<file path="src/hw/mss_pkg.sv">
package mss_pkg;
  localparam int unsigned EVT_W = 16;
  localparam logic [7:0] ADDR_MEAS_EVT = 8'h00;
  localparam logic [7:0] ADDR_MEAS_EN = 8'h04;
  localparam logic [7:0] ADDR_INST_EVT = 8'h08;
  localparam logic [7:0] ADDR_INST_EN = 8'h0C;
  localparam logic [7:0] ADDR_SUM_EVT = 8'h10;
  localparam logic [7:0] ADDR_SUM_EN = 8'h14;
  localparam logic [7:0] ADDR_STB = 8'h18;
  localparam logic [7:0] ADDR_IRQ_ST = 8'h1C;
  localparam logic [7:0] ADDR_IRQ_MASK = 8'h20;
  localparam int unsigned INSTRUMENT_SUMMARY_BIT_POS = 13;
  localparam int unsigned INST_SUM_POS = 1;
  localparam int unsigned STB_MSB_POS = 0;
  localparam int unsigned IRQ_W = 3;
  localparam int unsigned IRQ_MEAS = 0;
  localparam int unsigned IRQ_INST = 1;
  localparam int unsigned IRQ_SUM = 2;
  localparam logic [EVT_W-1:0] EN_RESET = 16'h0000;
  localparam logic [EVT_W-1:0] EVT_RESET = 16'h0000;
  localparam logic [IRQ_W-1:0] IRQ_RESET = 3'h0;
  localparam logic [31:0] RDATA_RESET = 32'h0000_0000;
endpackage

</file>
<file path="src/hw/mss_status_chain.sv">
`timescale 1ns/1ps
// Overview of operation
// - Reading the instrument event register returns it and then clears it.
// - The instrument enable mask is read/write and resets to zero.
// - Any instrument event bit with its enable bit set sets the summary bit.
// - The instrument summary bit is bit 13 of the measurement registers.
// - Reading the summary event register returns it and then clears it.
// - Every read returns the plain binary-weighted value of the register.
// - Mask values may be written in binary, hex or decimal notation.
// - Writing 2 to the instrument enable mask sets bit 1 only.
// - Reading an enable mask returns its last written value, unchanged.
// - A masked measurement event sets the status byte summary bit.
// - A masked summary event sets bit 1 of the instrument event register.
module mss_status_chain
  import mss_pkg::*;
(
  input wire logic pclk,
  input wire logic presetn,
  input wire logic psel,
  input wire logic penable,
  input wire logic pwrite,
  input wire logic [7:0] paddr,
  input wire logic [31:0] pwdata,
  output logic [31:0] prdata,
  output logic pready,
  output logic pslverr,
  input wire logic [EVT_W-1:0] meas_src,
  input wire logic [EVT_W-1:0] inst_src,
  input wire logic [EVT_W-1:0] sum_src,
  output logic meas_summary,
  output logic irq
);
  logic [EVT_W-1:0] meas_q, meas_d, meas_en_q, meas_en_d;
  logic [EVT_W-1:0] inst_q, inst_d, inst_en_q, inst_en_d;
  logic [EVT_W-1:0] sum_q, sum_d, sum_en_q, sum_en_d;
  logic [EVT_W-1:0] meas_set, inst_set, rd_bits;
  logic [IRQ_W-1:0] irq_st_q, irq_st_d, irq_mask_q, irq_mask_d, irq_set;
  logic [31:0] prdata_q, prdata_d;
  logic stb_q, stb_d;
  logic setup_rd, acc, rd_acc, wr_acc;

  function automatic logic mapped(input logic [7:0] a);
    return a == ADDR_MEAS_EVT || a == ADDR_MEAS_EN || a == ADDR_INST_EVT ||
           a == ADDR_INST_EN || a == ADDR_SUM_EVT || a == ADDR_SUM_EN ||
           a == ADDR_STB || a == ADDR_IRQ_ST || a == ADDR_IRQ_MASK;
  endfunction

  function automatic logic [31:0] widen(input logic [EVT_W-1:0] v);
    return {{(32-EVT_W){1'b0}}, v};
  endfunction

  assign setup_rd = psel && !penable && !pwrite;
  assign acc = psel && penable;
  assign rd_acc = acc && !pwrite;
  assign wr_acc = acc && pwrite;
  // Read data is latched in the setup cycle, so the access always ends at
  // once and prdata comes straight from a flip-flop.
  assign pready = 1'b1;
  assign pslverr = acc && !mapped(paddr);
  assign prdata = prdata_q;
  assign meas_summary = stb_q;
  assign irq = |(irq_st_q & irq_mask_q);

  // The chain is level driven: while an upstream bit stays set and enabled,
  // the downstream summary bit is set again on every edge.
  always_comb begin
    meas_set = meas_src;
    meas_set[INSTRUMENT_SUMMARY_BIT_POS] = meas_src[INSTRUMENT_SUMMARY_BIT_POS] | (|(inst_q & inst_en_q));
    inst_set = inst_src;
    inst_set[INST_SUM_POS] = inst_src[INST_SUM_POS] | (|(sum_q & sum_en_q));
  end

  always_comb begin
    prdata_d = prdata_q;
    if (setup_rd) begin
      unique case (paddr)
        ADDR_MEAS_EVT: prdata_d = widen(meas_q);
        ADDR_MEAS_EN: prdata_d = widen(meas_en_q);
        ADDR_INST_EVT: prdata_d = widen(inst_q);
        ADDR_INST_EN: prdata_d = widen(inst_en_q);
        ADDR_SUM_EVT: prdata_d = widen(sum_q);
        ADDR_SUM_EN: prdata_d = widen(sum_en_q);
        ADDR_STB: prdata_d = {31'h0000_0000, stb_q} << STB_MSB_POS;
        ADDR_IRQ_ST: prdata_d = {{(32-IRQ_W){1'b0}}, irq_st_q};
        ADDR_IRQ_MASK: prdata_d = {{(32-IRQ_W){1'b0}}, irq_mask_q};
        default: prdata_d = RDATA_RESET;
      endcase
    end
  end

  // Only the bits that were reported are cleared, and a new event wins over
  // the clear, so an event landing during the read is never lost.
  always_comb begin
    rd_bits = prdata_q[EVT_W-1:0];
    meas_d = meas_q | meas_set;
    inst_d = inst_q | inst_set;
    sum_d = sum_q | sum_src;
    if (rd_acc && paddr == ADDR_MEAS_EVT) begin
      meas_d = (meas_q & ~rd_bits) | meas_set;
    end
    if (rd_acc && paddr == ADDR_INST_EVT) begin
      inst_d = (inst_q & ~rd_bits) | inst_set;
    end
    if (rd_acc && paddr == ADDR_SUM_EVT) begin
      sum_d = (sum_q & ~rd_bits) | sum_src;
    end
    stb_d = |(meas_q & meas_en_q);
  end

  // Notation of the value (#b, #h or decimal) is resolved by the command
  // parser; the mask port takes the resulting binary word as is.
  always_comb begin
    meas_en_d = meas_en_q;
    inst_en_d = inst_en_q;
    sum_en_d = sum_en_q;
    irq_mask_d = irq_mask_q;
    if (wr_acc) begin
      unique case (paddr)
        ADDR_MEAS_EN: meas_en_d = pwdata[EVT_W-1:0];
        ADDR_INST_EN: inst_en_d = pwdata[EVT_W-1:0];
        ADDR_SUM_EN: sum_en_d = pwdata[EVT_W-1:0];
        ADDR_IRQ_MASK: irq_mask_d = pwdata[IRQ_W-1:0];
        default: ;
      endcase
    end
  end

  always_comb begin
    irq_set = '0;
    irq_set[IRQ_MEAS] = |(meas_set & ~meas_q);
    irq_set[IRQ_INST] = |(inst_set & ~inst_q);
    irq_set[IRQ_SUM] = |(sum_src & ~sum_q);
    irq_st_d = irq_st_q;
    if (wr_acc && paddr == ADDR_IRQ_ST) begin
      irq_st_d = irq_st_q & ~pwdata[IRQ_W-1:0];
    end
    irq_st_d = irq_st_d | irq_set;
  end

  // One register stage per chain step keeps each hop to one edge, so a
  // summary event reaches the status byte three edges after it latches.
  always_ff @(posedge pclk or negedge presetn) begin
    if (!presetn) begin
      meas_q <= EVT_RESET;
      inst_q <= EVT_RESET;
      sum_q <= EVT_RESET;
      meas_en_q <= EN_RESET;
      inst_en_q <= EN_RESET;
      sum_en_q <= EN_RESET;
      irq_st_q <= IRQ_RESET;
      irq_mask_q <= IRQ_RESET;
      prdata_q <= RDATA_RESET;
      stb_q <= 1'b0;
    end else begin
      meas_q <= meas_d;
      inst_q <= inst_d;
      sum_q <= sum_d;
      meas_en_q <= meas_en_d;
      inst_en_q <= inst_en_d;
      sum_en_q <= sum_en_d;
      irq_st_q <= irq_st_d;
      irq_mask_q <= irq_mask_d;
      prdata_q <= prdata_d;
      stb_q <= stb_d;
    end
  end
endmodule
</file>
<file path="config.mk">
export PLATFORM = sky130hd
export DESIGN_NAME = mss_status_chain
export DESIGN_NICKNAME = d
export VERILOG_FILES = /design/src/hw/mss_pkg.sv /design/src/hw/mss_status_chain.sv
export SDC_FILE = /design/constraint.sdc
export NUM_CORES = 1
export LEC_CHECK = 0
export BUFFER_PORTS_ARGS = -buffer_cell sky130_fd_sc_hd__buf_2
export CAP_MARGIN = 0
export CELL_PAD_IN_SITES_DETAIL_PLACEMENT = 0
export CELL_PAD_IN_SITES_GLOBAL_PLACEMENT = 1
export CORE_ASPECT_RATIO = 0.75
export CORE_MARGIN = 2
export CORE_UTILIZATION = 38
export DETAILED_ROUTE_END_ITERATION = 10
export PLACE_DENSITY_LB_ADDON = 0.1
export SYNTH_ARGS = -nofsm -noshare
export SYNTH_HDL_FRONTEND = slang
export SYNTH_SLANG_ARGS = --single-unit
</file>
<file path="constraint.sdc">
create_clock -name pclk -period 1.6 [get_ports pclk]
set_input_delay 0.32 -clock pclk [delete_from_list [all_inputs] [get_ports pclk]]
set_output_delay 0.32 -clock pclk [all_outputs]
set_load 0.02 [all_outputs]
</file>
==> reports/metrics.yaml, run 1 <==
layout:
  num_antenna_cells: 0
  drive_gt1_share_pct: 41.8
  regArea_sq_um: 2980
  n_fill_cell: 1382
  syn2layout_area_growth_pct: 41.6
  final_nets: 875
  final_util_pct: 55.6
  multi_input_area_sq_um: 2860
setup_path:
  ff2ff_setup_slack_ns: -0.21
  path_class: "reg2reg"
  cp_max_fo: 2
  worstSetupStartpoint: "inst_en_q[7]"
  critPathRequiredTime_ns: 1.90
  worstRegToRegCells: 6
  arrival_ns: 2.11
  r2r_start: "inst_en_q[7]"
  r2r-end: "irq_st_q[0]"
  cp-end-kind: "flip-flop"
  start_kind: "flip-flop"
floorplan:
  start_util_pct: 39.3
  die_height_um: 113
  core_area_sq_um: 15400
  die_w_um: 150
  rows: 39
  io-pin-count: 129
  die_area_sq_um: 17000
pwr:
  vdd_ir_drop_max_uv: 686
  p_sw_uw: 1750
  clockPowerShare_pct: 53.9
  power.leakage_uw: 0.00404
  intPower_uw: 6350
  report.power.total_uw: 8100
  power_frac_comb_pct: 8.2
  p_sw_share_pct: 21.6
  seqPwrFrac_pct: 37.9
  p_per_area_nw_per_um2: 945
timing:
  finalMaxSlewViolations: 0
  timing.final.crit_share_pct: 113
  setup_viol: 5
  layout_setup_ws_ns: -0.212
  finClkSkew_ns: 0.00788
  fin_crit_ns: 1.81
  finalHoldViolCount: 0
  clock.fmax_mhz: 552
  rsz0062_at_grt: "yes"
placement:
  io_buffers: 95
  dp_hpwl_um: 18800
  place.gp.congestion: 0.928
worst_hold_path:
  hold_depth: 2
  min_to: "meas_q[3]"
  hold_class: "in2reg"
  hp-start: "meas_src[3]"
yosys:
  synth_enable_flop_cells: 0
  yosysMostFrequentCell: "dfrtp_1"
  synth_top_area_share_pct: 49.2
  yosys_most_used_dff: "dfrtp_1"
  synth_area_sq_um: 6060
  async_flop_share_pct: 100
  syn-mean-instance-area_sq_um: 10.7
  synth_cell_types: 49
  yosysWarnings: 0
  ys_top_cells_by_area: "dfrtp_1 (49%), mux2_2 (10%), a21o_1 (5.8%)"
  synth_largest_area_cell: "dfrtp_1"
  syn_inst: 564
  synth.ff_latch_count: 119
  synth_common_cells: "dfrtp_1 (119), nand2_1 (60), mux2_2 (55)"
  yosysSeqAreaShare_pct: 49.2
routing:
  drc: 0
  initialDrtViolationCount: 708
  routedWlPerCell_um: 24.3
  ant_nets: 0
  vias: 5735
  drt_first_pass_iters: 8
  vias_per_cell: 5.74
  wirelength_um: 24300
run_status:
  violations: "setup timing"
  status: "finished, violations left"
global_route:
  grt_pass1_vias: 5788
  grt_pass1_wl_um: 36100
  antenna_found_initial: 0
  overflow: 0
  grt_usage_pct: 29.7
  grt_max_degree: 34
cts:
  clkLatencyLatePin_ns: 0.42
  htreeDepth: 4
  numCtsBuffers: 17
  cts_tree: "built"
  cts_sinks: 119
  cts_buffer_depth: 2
  clk_root_buffer_cell: "clkbuf_16"
  clkTransAtPathRegs_ns: 0.06
run:
  cap_violations: 0
[critical path: stages, from the launching register on]
cell	delay, ns
dfrtp_1	0.41
a222oi_1	0.40
nand3_1	0.15
a2111oi_2	0.23
buf_4	0.20
nor2_2	0.04
a211o_1	0.26
[power groups by stage]
| stage | sequential (uW) | clock (uW) | combinational, uW |
|---|---|---|---|
| final | 3070 | 4370 | 665 |
| after global placement | 3120 | 0 | 625 |
| after CTS | 3070 | 4410 | 658 |
| after floorplan | 3110 | 0 | 245 |
| after global routing | 3070 | 4570 | 716 |
| after detailed placement | 3120 | 0 | 633 |
[routing by layer]
metal | global-route usage [%] | part of all wire [%]
met5 | 0 | 0
met3 | 9.40 | 11
met2 | 42.5 | 42
met4 | 6.54 | 0.96
met1 | 44.0 | 46
[how the worst max path moves through the flow]
| stage | endpoint | slack [ns] | cells past startpoint |
|---|---|---|---|
| after detailed placement | irq_st_q[1] | -0.35 | 8 |
| after global placement | irq_st_q[1] | -0.32 | 8 |
| after global routing | irq_st_q[0] | -0.33 | 6 |
| after CTS | irq_st_q[0] | -0.24 | 6 |
| after floorplan | inst_q[11] | -0.22 | 7 |
| final | irq_st_q[0] | -0.21 | 6 |
[per-stage QoR]
step | instance area [sq um] | cells | setup WS, ns | hold WS [ns] | setup TNS (ns)
finish | 8570 | 999 | -0.212 | 0.0899 | -0.500
global placement | 7810 | 963 | -0.319 | 0.275 | -26.45
global route | 8570 | 999 | -0.334 | 0.0822 | -1.05
detailed placement | 7810 | 963 | -0.354 | 0.275 | -27.61
CTS | 8560 | 1000 | -0.238 | 0.0785 | -0.615
floorplan | 6280 | 579 | -0.224 | 0.0244 | -7.43
[registers in the layout, indices dropped and copies added, names as in the netlist]
name          flops
inst_en_q        16
meas_en_q        16
irq_st_q          3
sum_q            16
meas_summary      1
inst_q           16
prdata           16
meas_q           16
sum_en_q         16
irq_mask_q        3
[cells in the final DEF (no fill, tap or decap), types with 17 or more instances in the layout]
| master | synthesis | final |
|---|---|---|
| buf_4 | 21 | 118 |
| dfrtp_1 | 119 | 117 |
| buf_2 | 7 | 89 |
| nand2_1 | 60 | 59 |
| a21o_1 | 47 | 47 |
| inv_1 | 46 | 46 |
| mux2_2 | 55 | 46 |
| a22oi_1 | 26 | 26 |
| a22o_1 | 23 | 23 |
| conb_1 | 2 | 17 |
| clkbuf_16 | 0 | 17 |
[final cells by class]
| class | count | share of cell area [%] |
|---|---|---|
| inverter | 46 | 2.01 |
| clock buffer | 22 | 5.53 |
| multi-input combinational | 374 | 33.4 |
| tap | 205 | 2.99 |
| sequential | 119 | 34.8 |
| timing repair buffer | 224 | 19.1 |
| clock inverter | 9 | 2.28 |
[kinds of logic after synthesis]
logic type      Yosys count  synth area share (%)
buf+inv                  86                  6.78
mux                      57                  10.6
flops                   119                  49.2
simple gates            120                  10.6
compound gates          180                  22.8
other cells               2                 0.124
[repair_timing]
action | in CTS | in global routing
hold buffers | 1 | 0
setup endpoints to repair | 6 | 8
pin swaps | 8 | 5
resized for setup | 11 | 10
buffers inserted | 8 | 1
hold endpoints to repair | 22 | 0
Note: power is estimated with default switching activity, not from simulation.
==> run 2, diff against run 1 <==
==> config.mk (replaced) <==
export PLATFORM = sky130hd
export DESIGN_NAME = mss_status_chain
export DESIGN_NICKNAME = d
export VERILOG_FILES = /design/src/hw/mss_pkg.sv /design/src/hw/mss_status_chain.sv
export SDC_FILE = /design/constraint.sdc
export NUM_CORES = 1
export LEC_CHECK = 0
export BUFFER_PORTS_ARGS = -buffer_cell sky130_fd_sc_hd__buf_2
export CAP_MARGIN = 25
export CORE_ASPECT_RATIO = 0.75
export CORE_MARGIN = 2
export CORE_UTILIZATION = 50
export DETAILED_ROUTE_END_ITERATION = 10
export PLACE_DENSITY = 0.77
export SYNTH_ARGS = -nofsm -noshare
export SYNTH_HDL_FRONTEND = slang
export SYNTH_SLANG_ARGS = --single-unit
==> reports/metrics.yaml, run 2 (synthesis results as in run 1) <==
setup_path:
  worstRegToRegCells: 6
  ff2ff_setup_slack_ns: -0.28
  cp-end-kind: "flip-flop"
  worstSetupStartpoint: "inst_en_q[7]"
  cp_max_fo: 2
  start_kind: "flip-flop"
  r2r_start: "inst_en_q[7]"
  r2r-end: "irq_st_q[0]"
  critPathRequiredTime_ns: 1.90
  path_class: "reg2reg"
  crit_path_end: "irq_st_q[0]"
  arrival_ns: 2.18
cts:
  clkLatencyLatePin_ns: 0.42
  cts_buffer_depth: 2
  numCtsBuffers: 17
  cts_sinks: 119
  cts_tree: "built"
  clkTransAtPathRegs_ns: 0.06
  clk_root_buffer_cell: "clkbuf_16"
  htreeDepth: 4
pwr:
  vdd_ir_drop_max_uv: 863
  power.leakage_uw: 0.00394
  intPower_uw: 5670
  clockPowerShare_pct: 50.8
  seqPwrFrac_pct: 40.6
  p_per_area_nw_per_um2: 903
  power_frac_comb_pct: 8.7
  report.power.total_uw: 7550
  p_sw_uw: 1890
  p_sw_share_pct: 25.0
timing:
  layout_setup_ws_ns: -0.276
  rsz0062_at_grt: "yes"
  setup_viol: 5
  finalMaxSlewViolations: 0
  finClkSkew_ns: 0.00890
  finalHoldViolCount: 0
  timing.final.crit_share_pct: 117
  fin_crit_ns: 1.88
  clock.fmax_mhz: 533
routing:
  wirelength_um: 23900
  drt_first_pass_iters: 5
  ant_nets: 0
  initialDrtViolationCount: 814
  drc: 0
  vias: 6011
  vias_per_cell: 6.34
  routedWlPerCell_um: 25.2
layout:
  final_common_cell: "dfrtp_1"
  syn2layout_area_growth_pct: 38.1
  num_antenna_cells: 0
  n_fill_cell: 863
  mostFrequentLayoutCells: "dfrtp_1 (119), buf_4 (112), buf_2 (88)"
  final_nets: 866
  fin_cells: 948
  drive_gt1_share_pct: 41.1
floorplan:
  die_area_sq_um: 13000
  die_height_um: 99.3
  die_w_um: 131
  core_area_sq_um: 11700
  rows: 34
  start_util_pct: 51.8
  io-pin-count: 129
placement:
  dp_hpwl_um: 17800
  placed_cells_incl_taps: 907
  place.gp.congestion: 0.945
  io_buffers: 95
global_route:
  grt_pass1_vias: 5814
  antenna_found_initial: 0
  grt_usage_pct: 37.6
  busiest_layer: "met1"
  grt_pass1_wl_um: 35100
  grt_use_met3_pct: 11.8
  overflow: 0
  grt_max_degree: 53
  grt_use_met1_pct: 55.9
  use_met2_pct: 52.7
worst_hold_path:
  hold_class: "in2reg"
run_status:
  violations: "setup timing"
  status: "finished, violations left"
run:
  cap_violations: 0
[run 2: cell types whose count changed in the layout (fill, tap and decap cells not counted), moves of 3 or more]
| cell | before | now |
|---|---|---|
| buf_12 | 13 | 10 |
| clkinvlp_4 | 0 | 5 |
| buf_4 | 118 | 112 |
| bufinv_16 | 6 | 2 |
[run 2: worst min path at each step]
stage                       startpoint  cells after the start            to
after floorplan                presetn                      0  inst_en_q[0]
after global placement         presetn                      1     prdata[1]
after detailed placement       presetn                      1     prdata[1]
after CTS                  meas_src[2]                      2     meas_q[2]
after global routing      meas_src[15]                      2    meas_q[15]
final                      meas_src[2]                      2     meas_q[2]
[run 2: cell type report]
type,count,area (sq um),share of cell area (%)
clock inverters,12,126,1.51
clock buffers,20,457,5.46
inverters,46,173,2.06
flip-flops and latches,119,2980,35.6
multi-input cells,374,2890,34.6
well taps,162,203,2.42
repair buffers,215,1530,18.3
[run 2: through the flow]
stage | worst slack (ns) | cell area [sq um] | hold slack [ns] | utilization, % | setup TNS (ns)
after floorplan | -0.224 | 6280 | 0.0244 | - | -7.43
after global placement | -0.265 | 7620 | 0.215 | 65.1 | -21.65
after detailed placement | -0.296 | 7620 | 0.213 | 65.1 | -24.22
after CTS | -0.239 | 8290 | 0.0871 | 70.9 | -0.368
after global routing | -0.368 | 8360 | 0.0944 | 71.5 | -0.873
final | -0.276 | 8360 | 0.0884 | 71.5 | -0.469
[run 2: power by group through the flow]
stage	combinational, uW	clock, uW	sequential (uW)
6_report	654	3830	3070
5_1_grt	692	3970	3070
4_1_cts	620	3820	3060
3_5_place_dp	599	0	3120
3_3_place_gp	585	0	3120
2_1_floorplan	245	0	3110
[run 2: metal layers]
metal  vias up  part of all wire [%]
met4         0                   2.1
met1      2974                    42
met3        45                    14
li1       2483                     -
met5         -                     0
met2       509                    42
[run 2: worst max-delay path, stage by stage, from the launching register on]
cell and delay [ns]:
dfrtp_1 0.42, a222oi_1 0.40, nand3_1 0.21, a2111oi_4 0.24
buf_4 0.20, nor2_2 0.04, a211o_1 0.26
[run 2: what timing repair did]
item,4_1_cts,5_1_grt
buffers inserted,8,2
hold buffers,1,0
pin swaps,6,5
setup endpoints to repair,6,7
gates resized for setup,10,11
hold endpoints to repair,15,0
